<file path="config.mk">
export PLATFORM = sky130hd
export DESIGN_NAME = alsc_top
export DESIGN_NICKNAME = d
export VERILOG_FILES = /design/src/design/alsc_pkg.sv /design/src/design/alsc_conv.sv /design/src/design/alsc_top.sv
export SDC_FILE = /design/constraint.sdc
export NUM_CORES = 1
export LEC_CHECK = 0
export ABC_CLOCK_PERIOD_IN_PS = 6400
export BUFFER_PORTS_ARGS = -buffer_cell sky130_fd_sc_hd__clkbuf_2
export CAP_MARGIN = 20
export CORE_AREA = 4 4 150 152
export CTS_BUF_LIST = sky130_fd_sc_hd__clkbuf_16
export CTS_CLUSTER_SIZE = 14
export DETAILED_ROUTE_END_ITERATION = 8
export DIE_AREA = 0 0 154 156
export PLACE_DENSITY = 0.84
export SYNTH_ARGS = -nofsm -noshare
export SYNTH_HDL_FRONTEND = slang
export SYNTH_SLANG_ARGS = --single-unit
</file>
<file path="constraint.sdc">
create_clock -name ref_clk -period 6.4 [get_ports ref_clk]
set_input_delay 0.32 -clock ref_clk [delete_from_list [all_inputs] [get_ports ref_clk]]
set_output_delay 0.32 -clock ref_clk [all_outputs]
set_load 0.02 [all_outputs]
</file>
<file path="src/design/alsc_pkg.sv">
package alsc_pkg;

  // Register offsets, reset value and unmapped read value
  localparam logic [7:0] ALSC_OFFICE_TRP_ADDR = 8'h1D;
  localparam logic [7:0] ALSC_OFFICE_HYS_ADDR = 8'h1E;
  localparam logic [7:0] ALSC_DARK_TRP_ADDR   = 8'h1F;
  localparam logic [7:0] ALSC_DARK_HYS_ADDR   = 8'h20;
  localparam logic [7:0] ALSC_REG_RESET       = 8'h00;
  localparam logic [7:0] ALSC_RD_UNMAPPED     = 8'h00;

  // Widths
  localparam int ALSC_CONV_W = 13;
  localparam int ALSC_CUR_W  = 24;
  localparam int ALSC_CNT_W  = 25;

  // Current steps in nanoamps
  localparam logic [ALSC_CUR_W-1:0] ALSC_OFFICE_STEP_NA = 24'h0010CC;
  localparam logic [ALSC_CUR_W-1:0] ALSC_DARK_STEP_NA   = 24'h00021C;
  localparam logic [ALSC_CUR_W-1:0] ALSC_CONV_LSB_NA    = 24'h00021C;

  // Conversion refresh time
  localparam int ALSC_CONV_PERIOD_MS = 80;
  localparam int ALSC_CLK_KHZ        = 250000;
  localparam int ALSC_CONV_PERIOD_CYC = ALSC_CONV_PERIOD_MS * ALSC_CLK_KHZ;

  typedef enum logic [1:0] {
    ALSC_DAYLIGHT,
    ALSC_OFFICE,
    ALSC_DARK
  } alsc_level_e;

  // Code times step, in nanoamps
  function automatic logic [ALSC_CUR_W-1:0] alsc_scale(input logic [15:0]           code,
                                                       input logic [ALSC_CUR_W-1:0] step);
    logic [ALSC_CUR_W+15:0] prod;
    prod = code * step;
    return prod[ALSC_CUR_W-1:0];
  endfunction

endpackage

</file>
<file path="src/design/alsc_conv.sv">
`timescale 1ns/10ps
module alsc_conv
  import alsc_pkg::*;
#(
  parameter int PERIOD_CYC = ALSC_CONV_PERIOD_CYC
) (
  input  wire logic                   ref_clk,
  input  wire logic                   rstn,
  input  wire logic                   sensor_en,
  input  wire logic [ALSC_CONV_W-1:0] light_sensor_input,
  output logic      [ALSC_CONV_W-1:0] conv_q,
  output logic                        conv_valid_q
);

  logic [ALSC_CNT_W-1:0] cnt_q;
  logic [ALSC_CNT_W-1:0] gap_q;

  // Refresh the conversion once per period while enabled
  always_ff @(posedge ref_clk or negedge rstn) begin
    if (!rstn) begin
      cnt_q        <= '0;
      conv_q       <= '0;
      conv_valid_q <= 1'b0;
    end else if (!sensor_en) begin
      cnt_q        <= '0;
      conv_valid_q <= 1'b0;
    end else if (cnt_q == ALSC_CNT_W'(PERIOD_CYC - 1)) begin
      cnt_q        <= '0;
      conv_q       <= light_sensor_input;
      conv_valid_q <= 1'b1;
    end else begin
      cnt_q        <= cnt_q + 1'b1;
      conv_valid_q <= 1'b0;
    end
  end

  // Cycles since the last refresh, for checking only
  always_ff @(posedge ref_clk or negedge rstn) begin
    if (!rstn) begin
      gap_q <= '0;
    end else if (!sensor_en) begin
      gap_q <= '0;
    end else if (conv_valid_q) begin
      gap_q <= ALSC_CNT_W'(1'b1); // Pulse cycle opens the next period
    end else begin
      gap_q <= gap_q + 1'b1;
    end
  end
endmodule

</file>
<file path="src/design/alsc_top.sv">
`timescale 1ns/10ps
// What this block does
// - Office trip flag sets when current falls below office threshold.
// - Office threshold code is linear current, 4.3 uA per code.
// - Office flag clears when current exceeds office threshold plus hysteresis.
// - Office hysteresis code is current in 4.3 uA steps.
// - Dark trip flag sets when current falls below dark threshold.
// - Dark threshold code is current in 0.54 uA steps.
// - With both enabled and tripped, dark level wins over office.
// - Leaving dark when current exceeds dark threshold plus dark hysteresis.
// - Thirteen-bit conversion refreshed every 80 ms while sensor enabled.
module alsc_top
  import alsc_pkg::*;
#(
  parameter int CONV_PERIOD_CYC = ALSC_CONV_PERIOD_CYC
) (
  input  wire logic                   ref_clk,
  input  wire logic                   rstn,
  input  wire logic [7:0]             reg_addr,
  input  wire logic                   reg_wr,
  input  wire logic [7:0]             reg_wdata,
  output logic      [7:0]             reg_rdata_q,
  input  wire logic                   sensor_en,
  input  wire logic                   office_cmp_en,
  input  wire logic                   dark_cmp_en,
  input  wire logic [ALSC_CONV_W-1:0] light_sensor_input,
  output logic                        office_trip_q,
  output logic                        dark_trip_q,
  output alsc_level_e                 backlight_level_q
);

  logic [7:0]             office_entry_threshold_q;
  logic [7:0]             office_exit_hysteresis_q;
  logic [7:0]             dark_entry_threshold_q;
  logic [7:0]             dark_exit_hysteresis_q;
  logic [ALSC_CONV_W-1:0] conv_q;
  logic                   conv_valid_q;
  logic [ALSC_CUR_W-1:0]  cur_na;
  logic [ALSC_CUR_W-1:0]  office_trp_na;
  logic [ALSC_CUR_W-1:0]  office_exit_na;
  logic [ALSC_CUR_W-1:0]  dark_trp_na;
  logic [ALSC_CUR_W-1:0]  dark_exit_na;
  alsc_level_e            level_d;

  alsc_conv #(
    .PERIOD_CYC (CONV_PERIOD_CYC)
  ) u_conv (
    .ref_clk            (ref_clk),
    .rstn               (rstn),
    .sensor_en          (sensor_en),
    .light_sensor_input (light_sensor_input),
    .conv_q             (conv_q),
    .conv_valid_q       (conv_valid_q)
  );

  // Register writes
  always_ff @(posedge ref_clk or negedge rstn) begin
    if (!rstn) begin
      office_entry_threshold_q <= ALSC_REG_RESET;
      office_exit_hysteresis_q <= ALSC_REG_RESET;
      dark_entry_threshold_q   <= ALSC_REG_RESET;
      dark_exit_hysteresis_q   <= ALSC_REG_RESET;
    end else if (reg_wr) begin
      if (reg_addr == ALSC_OFFICE_TRP_ADDR) begin
        office_entry_threshold_q <= reg_wdata;
      end else if (reg_addr == ALSC_OFFICE_HYS_ADDR) begin
        office_exit_hysteresis_q <= reg_wdata;
      end else if (reg_addr == ALSC_DARK_TRP_ADDR) begin
        dark_entry_threshold_q <= reg_wdata;
      end else if (reg_addr == ALSC_DARK_HYS_ADDR) begin
        dark_exit_hysteresis_q <= reg_wdata;
      end
    end
  end

  // Registered read data, unmapped reads as zero
  always_ff @(posedge ref_clk or negedge rstn) begin
    if (!rstn) begin
      reg_rdata_q <= ALSC_RD_UNMAPPED;
    end else if (reg_addr == ALSC_OFFICE_TRP_ADDR) begin
      reg_rdata_q <= office_entry_threshold_q;
    end else if (reg_addr == ALSC_OFFICE_HYS_ADDR) begin
      reg_rdata_q <= office_exit_hysteresis_q;
    end else if (reg_addr == ALSC_DARK_TRP_ADDR) begin
      reg_rdata_q <= dark_entry_threshold_q;
    end else if (reg_addr == ALSC_DARK_HYS_ADDR) begin
      reg_rdata_q <= dark_exit_hysteresis_q;
    end else begin
      reg_rdata_q <= ALSC_RD_UNMAPPED;
    end
  end

  // All levels compared in nanoamps
  always_comb begin
    cur_na         = alsc_scale({3'h0, conv_q}, ALSC_CONV_LSB_NA);
    office_trp_na  = alsc_scale({8'h00, office_entry_threshold_q}, ALSC_OFFICE_STEP_NA);
    office_exit_na = office_trp_na
                   + alsc_scale({8'h00, office_exit_hysteresis_q}, ALSC_OFFICE_STEP_NA);
    dark_trp_na    = alsc_scale({8'h00, dark_entry_threshold_q}, ALSC_DARK_STEP_NA);
    dark_exit_na   = dark_trp_na
                   + alsc_scale({8'h00, dark_exit_hysteresis_q}, ALSC_DARK_STEP_NA);
  end

  // Office comparator with hysteresis; host keeps codes in range
  always_ff @(posedge ref_clk or negedge rstn) begin
    if (!rstn) begin
      office_trip_q <= 1'b0;
    end else if (conv_valid_q) begin
      if (cur_na < office_trp_na) begin
        office_trip_q <= 1'b1;
      end else if (cur_na > office_exit_na) begin
        office_trip_q <= 1'b0;
      end
    end
  end

  // Dark comparator with hysteresis
  always_ff @(posedge ref_clk or negedge rstn) begin
    if (!rstn) begin
      dark_trip_q <= 1'b0;
    end else if (conv_valid_q) begin
      if (cur_na < dark_trp_na) begin
        dark_trip_q <= 1'b1;
      end else if (cur_na > dark_exit_na) begin
        dark_trip_q <= 1'b0;
      end
    end
  end

  // Level select; inside a band the flags hold, so does the level
  always_comb begin
    if (dark_cmp_en && dark_trip_q) begin
      level_d = ALSC_DARK;
    end else if (office_cmp_en && office_trip_q) begin
      level_d = ALSC_OFFICE;
    end else begin
      level_d = ALSC_DAYLIGHT;
    end
  end

  always_ff @(posedge ref_clk or negedge rstn) begin
    if (!rstn) begin
      backlight_level_q <= ALSC_DAYLIGHT;
    end else begin
      backlight_level_q <= level_d;
    end
  end
endmodule

</file>
* After elaboration in Yosys (flattened, before gate mapping)
Cells that the tools add are included.
W data, S select, Z words.
** Cells by class
- $add $sub $neg :: 3
- $mul :: 5
- $lt $le $gt $ge :: 4
- Eq/ne operators :: 5
- Muxes and demuxes :: 14
- Bitwise operators :: 3
- Reductions and logical operators :: 11
** Operators by type and width (count)
- $mux W25 :: 2
- $mul A8 B11 Y19 const B :: 2
- $mul A8 B8 Y16 const B :: 2
- $mux W8 :: 4
- $add A25 B1 Y25 const B :: 1
- $eq A25 B25 Y1 const B :: 1
- $eq A8 B5 Y1 const B :: 3
- $gt A23 B19 Y1 :: 1
- $gt A23 B22 Y1 :: 1
- $lt A23 B18 Y1 :: 1
- $lt A23 B21 Y1 :: 1
- $add A21 B21 Y22 :: 1
- $mul A13 B8 Y21 const B :: 1
- $add A18 B18 Y19 :: 1
- $eq A8 B6 Y1 const B :: 1
- $reduce_and A2 Y1 :: 4
- $mux W1 :: 7
- $reduce_and A5 Y1 :: 1
- $reduce_and A4 Y1 :: 1
- $reduce_bool A2 Y1 :: 2
- $not A1 Y1 :: 3
- $reduce_and A3 Y1 :: 1
- $logic_and A1 B1 Y1 :: 2
- $mux W2 :: 1
** Storage, ports and cells
- Register bits after elaboration :: 83
- Input bits :: 35
- Output and inout bits :: 12
- Logic and storage cells :: 56

* Logic depth before layout (Yosys ltp)
- Word-level depth :: 5
- Mapped depth :: 32
- Depth with buffers taken out :: 32

* Modules after synthesis
A second synthesis with hierarchy kept.
** Unflattened totals
- Cells, all modules :: 1369
- Area, all modules :: 12598.3 um^2
** By module, submodules not included
- alsc_top :: times used 1, cells each 1200, area each 10706.5 um^2, seq. area each 1101.1 um^2
- alsc_conv :: times used 1, cells each 169, area each 1891.8 um^2, seq. area each 975.9 um^2

* Worst setup path before layout
OpenSTA, ideal clock, no wires.
- Path kind :: flip-flop to flip-flop
- Start :: reg office_exit_hysteresis_q[6]
- End :: reg office_trip_q
- Setup time :: 0.095 ns
- Data arrival time :: 5.694 ns
- Data required time :: 6.305 ns
- Slack :: 0.611 ns
- Cell stages (with the launch flop) :: 28
- Path buffers :: 0
- Clock period less this slack :: 5.789 ns
- Cell sequence :: dfrtp_1 -> inv_1 -> ha_1 -> fa_1 -> inv_1 -> ha_1 -> ha_1 -> ha_1 -> a21o_1 -> a41o_1 -> a21oi_1 -> xnor2_1 -> ha_1 -> nor2b_1 -> a41oi_1 -> a21oi_1 -> a31oi_1 -> o31ai_1 -> a21oi_1 -> xor2_1 -> ha_1 -> nor2b_1 -> o21ai_0 -> nand2b_1 -> a221o_1 -> a21oi_1 -> o221ai_1 -> o31ai_1
** On the way
- Word-level cells in the longest chain between the ends :: 5
** Ends and longest elaborated chain
- start: declaration :: RTL line alsc_top.sv:33 : logic [7:0] office_exit_hysteresis_q;
- start signal: assignment :: RTL line alsc_top.sv:67 : office_exit_hysteresis_q <= reg_wdata;
- $mul A8 B11 Y19 :: RTL line alsc_pkg.sv:36 : prod = code * step;
- $add A21 B21 Y22 :: RTL line alsc_top.sv:98 : + alsc_scale({8'h00, office_exit_hysteresis_q}, ALSC_OFFICE_STEP_NA);
- $gt A23 B22 Y1 :: RTL line alsc_top.sv:111 : end else if (cur_na > office_exit_na) begin
- $reduce_bool A2 Y1 (no source line)
- $reduce_and A2 Y1 (no source line)
- end signal: assignment :: RTL line alsc_top.sv:107 : office_trip_q <= 1'b0;
- end signal: assignment :: RTL line alsc_top.sv:110 : office_trip_q <= 1'b1;
- end signal: assignment :: RTL line alsc_top.sv:112 : office_trip_q <= 1'b0;
- end: declaration :: RTL line alsc_top.sv:27 : output logic office_trip_q,
Every way passes these cells.
A chain may end at the register's enable or synchronous reset.

* Worst setup path in the final report
Same ends and word-level chain as after synthesis.

==> run summary <==
The height of the die came out at 156 um. During synthesis, Yosys emitted a total of 0 warnings. The final number of setup-violating endpoints came out at 0. The synthesized netlist net count came out at 1807. The number of placed I/O pins is 47. The die span in x is 154 um.

In the layout the commonest cells are sky130_fd_sc_hd__ha_1, sky130_fd_sc_hd__inv_1, sky130_fd_sc_hd__nand2_1. The total power is 2284 uW. The placer congestion estimate is 0.8895. The library cell contributing the largest single delay on the critical path is sky130_fd_sc_hd__fa_1.

The post-synthesis sequential area ratio is 16.61%. The overall via count from detail_route came out at 10470. The count of maximum capacitance violations is 0.

The via count of the first global-routing pass is 10460. The area of the die is 0.02402 sq mm. The count of port buffers added during placement is 46. The placed cell area is 0.01316 sq mm. The post-synth design cell area came out at 0.01250 sq mm. The register area came out at 0.002082 sq mm. The root buffer cell is sky130_fd_sc_hd__clkbuf_16.

The antenna diode count came out at 0. The share of flip-flops with an asynchronous set or reset is 100.0%. The number of design rule violations left after detail routing came out at 0. On the worst path, the slowest cell contributes a delay of 0.47 ns. Data on the critical path is required at its endpoint by 6.66 ns. The number of nets in the layout is 1875. Before CTS, the worst setup slack after placement is 0.009401 ns. The fmax came out at 158.2 MHz. Leaving out fill and tap cells, the most frequent cell in the layout is sky130_fd_sc_hd__ha_1.

The post-route cell area is 0.01371 sq mm. At the worst endpoint, the arrival time is 6.58 ns. The number of cell instances on the worst register-to-register path came out at 26. The effective utilization at floorplan came out at 59.48%. Among the stages of the critical path, the cell type that occurs most often is sky130_fd_sc_hd__ha_1. The number of detailed-routing iterations run before antenna repair came out at 8. The number of buffers created by CTS is 9.

The total global routing overflow is 0. The average wire per standard cell is 17.48 um. The origin of the critical flop-to-flop path is office_exit_hysteresis_q[6].

The time the final worst path needs with I/O delays and setup is 6.321 ns. For this design the ratio of total power to cell area is 166.6 mW/mm^2. The slew at the pin closest to its max-slew limit came out at 1.010 ns. The clock-pin transition on the worst setup and hold timing paths came out at 0.07 ns. The register-to-register setup slack is 0.08 ns.

The area growth from synthesis to layout is 9.616%. The cell count after synthesis is 1421. Using the TritonRoute via totals, the vias-per-cell ratio works out to 5.923. The layout has 1632 filler cells. The number of storage elements in the synthesis netlist came out at 83. The number of violations reported at the end of detailed-routing iteration 0 came out at 798.

The floorplan row count is 53. The headroom to the max-slew limit is 32.50%. For this run, the share of the core covered by cells in the final layout is 65.20%. The fraction of final layout cells sized beyond drive strength 1 is 10.31%. The number of nets with antenna violations after detailed routing came out at 0. The worst hold path terminates at u_conv.conv_q[3]. The number of pins exceeding their max-slew limit in the final report is 0.

The detailed-route wire length came out at 30900 um. The category of the critical setup timing path is reg -> reg. Counting flops with a built-in enable in the synthesized netlist gives 0. The maximum net fanout on the critical path came out at 5. The post-route fraction of the period consumed by the critical path is 98.76%. The buffer depth of the longest clock path is 2.

The kind of end point of the critical path is a register. The flow ran to the end, and the final reports show no timing, DRC or antenna violations. The TritonCTS clock tree is yes. The latest clock arrival within the worst-skew pair came out at 0.35 ns. Counting every sink on the clock net gives 83.

The average footprint of a synthesized cell came out at 8.800 sq um. The final-report hold violation count came out at 0. Summed over all cells, the static leakage comes to 0.007724 uW.

In the synthesized netlist the dominant register cell turns out to be sky130_fd_sc_hd__dfrtp_1. Counting instances, the worst hold path has a depth of 3. For this run, the total global-route usage over all layers was measured as 24.87%. The startpoint identified for the worst hold timing path is light_sensor_input[3].

The area of combinational cells with multiple inputs is 0.009639 sq mm. The first-pass GRT wire length is 49620 um. STA classifies the critical path startpoint as a register. The floorplan step defined a core boundary enclosing 0.02102 sq mm. The worst setup skew after layout is 0.01332 ns. The HPWL after detailed placement is 24250 um. The class of the tightest hold or removal check is in -> reg.

Entering global routing, the biggest net connects 48 pins. IR analysis of the VDD net gives a maximum drop of 0.1531 mV. The H-tree was split into 3 levels.

In this run the critical register-to-register path is captured at office_trip_q. The initial antenna violation count is 0. The number of distinct library cells after synthesis came out at 69. The setup slack of the critical path after layout is 0.07925 ns.
==> power breakdown <==
group	internal, uW	switching [uW]
Clock	377	227
Combinational	489	634
Sequential	537	19.1
==> critical path, delay by kind of cell (launching register included) <==
family                   cells  cell delay (ns)
AO/OA/AOI/OAI               13             2.66
XOR/XNOR                     1             0.29
flip-flops                   1             0.44
adder cells (fa/ha/maj)      7             2.50
AND/OR/NAND/NOR              3             0.19
buffers and inverters        2             0.12
==> Yosys cell counts, types with 7 or more instances <==
| master | count | area, sq um |
|---|---|---|
| sky130_fd_sc_hd__a211oi_1 | 10 | 75.07 |
| sky130_fd_sc_hd__a21boi_0 | 9 | 67.56 |
| sky130_fd_sc_hd__a21o_1 | 34 | 255.2 |
| sky130_fd_sc_hd__a21oi_1 | 76 | 380.4 |
| sky130_fd_sc_hd__a222oi_1 | 8 | 80.08 |
| sky130_fd_sc_hd__a31oi_1 | 7 | 43.79 |
| sky130_fd_sc_hd__and3_1 | 16 | 100.1 |
| sky130_fd_sc_hd__clkbuf_1 | 8 | 30.03 |
| sky130_fd_sc_hd__dfrtp_1 | 83 | 2077 |
| sky130_fd_sc_hd__fa_1 | 54 | 1081 |
| sky130_fd_sc_hd__ha_1 | 297 | 3716 |
| sky130_fd_sc_hd__inv_1 | 239 | 897.1 |
| sky130_fd_sc_hd__mux2_2 | 29 | 326.6 |
| sky130_fd_sc_hd__nand2_1 | 97 | 364.1 |
| sky130_fd_sc_hd__nand2b_1 | 19 | 118.9 |
| sky130_fd_sc_hd__nand3_1 | 28 | 140.1 |
| sky130_fd_sc_hd__nand4_1 | 9 | 56.30 |
| sky130_fd_sc_hd__nor2_1 | 80 | 300.3 |
| sky130_fd_sc_hd__nor2b_1 | 11 | 68.82 |
| sky130_fd_sc_hd__nor3_1 | 19 | 95.09 |
| sky130_fd_sc_hd__nor4_1 | 7 | 43.79 |
| sky130_fd_sc_hd__o211ai_1 | 7 | 52.55 |
| sky130_fd_sc_hd__o21a_1 | 17 | 127.6 |
| sky130_fd_sc_hd__o21ai_0 | 46 | 230.2 |
| sky130_fd_sc_hd__or2_2 | 7 | 43.79 |
| sky130_fd_sc_hd__or3_1 | 13 | 81.33 |
| sky130_fd_sc_hd__xnor2_1 | 56 | 490.5 |
| sky130_fd_sc_hd__xor2_1 | 45 | 394.1 |
==> sequential cells by signal (all words and copies together), names as in the netlist <==
signal,cells
dark_trip_q,1
dark_exit_hysteresis_q,8
office_trip_q,1
u_conv.conv_valid_q,1
backlight_level_q,2
u_conv.cnt_q,25
u_conv.conv_q,13
reg_rdata_q,8
office_exit_hysteresis_q,8
office_entry_threshold_q,8
dark_entry_threshold_q,8
==> worst max-delay path by stage <==
stage / cells after the start / from / slack [ns] / to
2_1_floorplan: 27 / office_exit_hysteresis_q[6] / 0.61 / office_trip_q
3_5_place_dp: 27 / office_exit_hysteresis_q[6] / 0.009 / office_trip_q
3_3_place_gp: 27 / office_exit_hysteresis_q[6] / 0.18 / office_trip_q
6_report: 26 / office_exit_hysteresis_q[6] / 0.08 / office_trip_q
4_1_cts: 27 / office_exit_hysteresis_q[6] / 0.01 / office_trip_q
5_1_grt: 26 / office_entry_threshold_q[2] / -0.07 / office_trip_q
==> metal layers <==
layer / global-route usage (%) / wire length [um]
met5: 0 / 0
met4: 8.242 / 1018
met3: 3.329 / 1646
met1: 31.26 / 12850
met2: 44.24 / 15390
==> metrics by stage <==
stage	TNS [ns]	std cells	hold slack, ns
after floorplan	0	1421	0.02441
after global placement	0	1747	0.3049
after detailed placement	0	1747	0.3132
after CTS	0	1763	0.1550
after global routing	-0.09213	1768	0.1612
final	0	1768	0.1517
==> cells by family (layout without fill, tap and decap cells) <==
family	count (synthesis)	after routing	share of synthesized area (%)
AND/OR/NAND/NOR	335	335	13.22
XOR/XNOR	101	101	7.074
buffers and inverters	250	322	7.505
adder cells (fa/ha/maj)	352	352	38.44
flip-flops	83	83	16.61
AO/OA/AOI/OAI	269	269	14.38
multiplexers	31	31	2.772
==> cell type report <==
cell class | count | share of cell area (%)
inverters | 239 | 6.545
clock inverters | 6 | 0.7759
well taps | 275 | 2.510
multi-input cells | 1088 | 70.32
clock buffers | 9 | 1.643
repair buffers | 68 | 3.012
flip-flops and latches | 83 | 15.19
==> what timing repair did <==
item / 4_1_cts / 5_1_grt
hold buffers: 1 / 0
endpoints found under the setup margin: 0 / 2
gates resized for setup: 0 / 38
buffers inserted: 0 / 5
endpoints found under the hold margin: 36 / 0
Note: power is estimated with default switching activity, not from simulation.
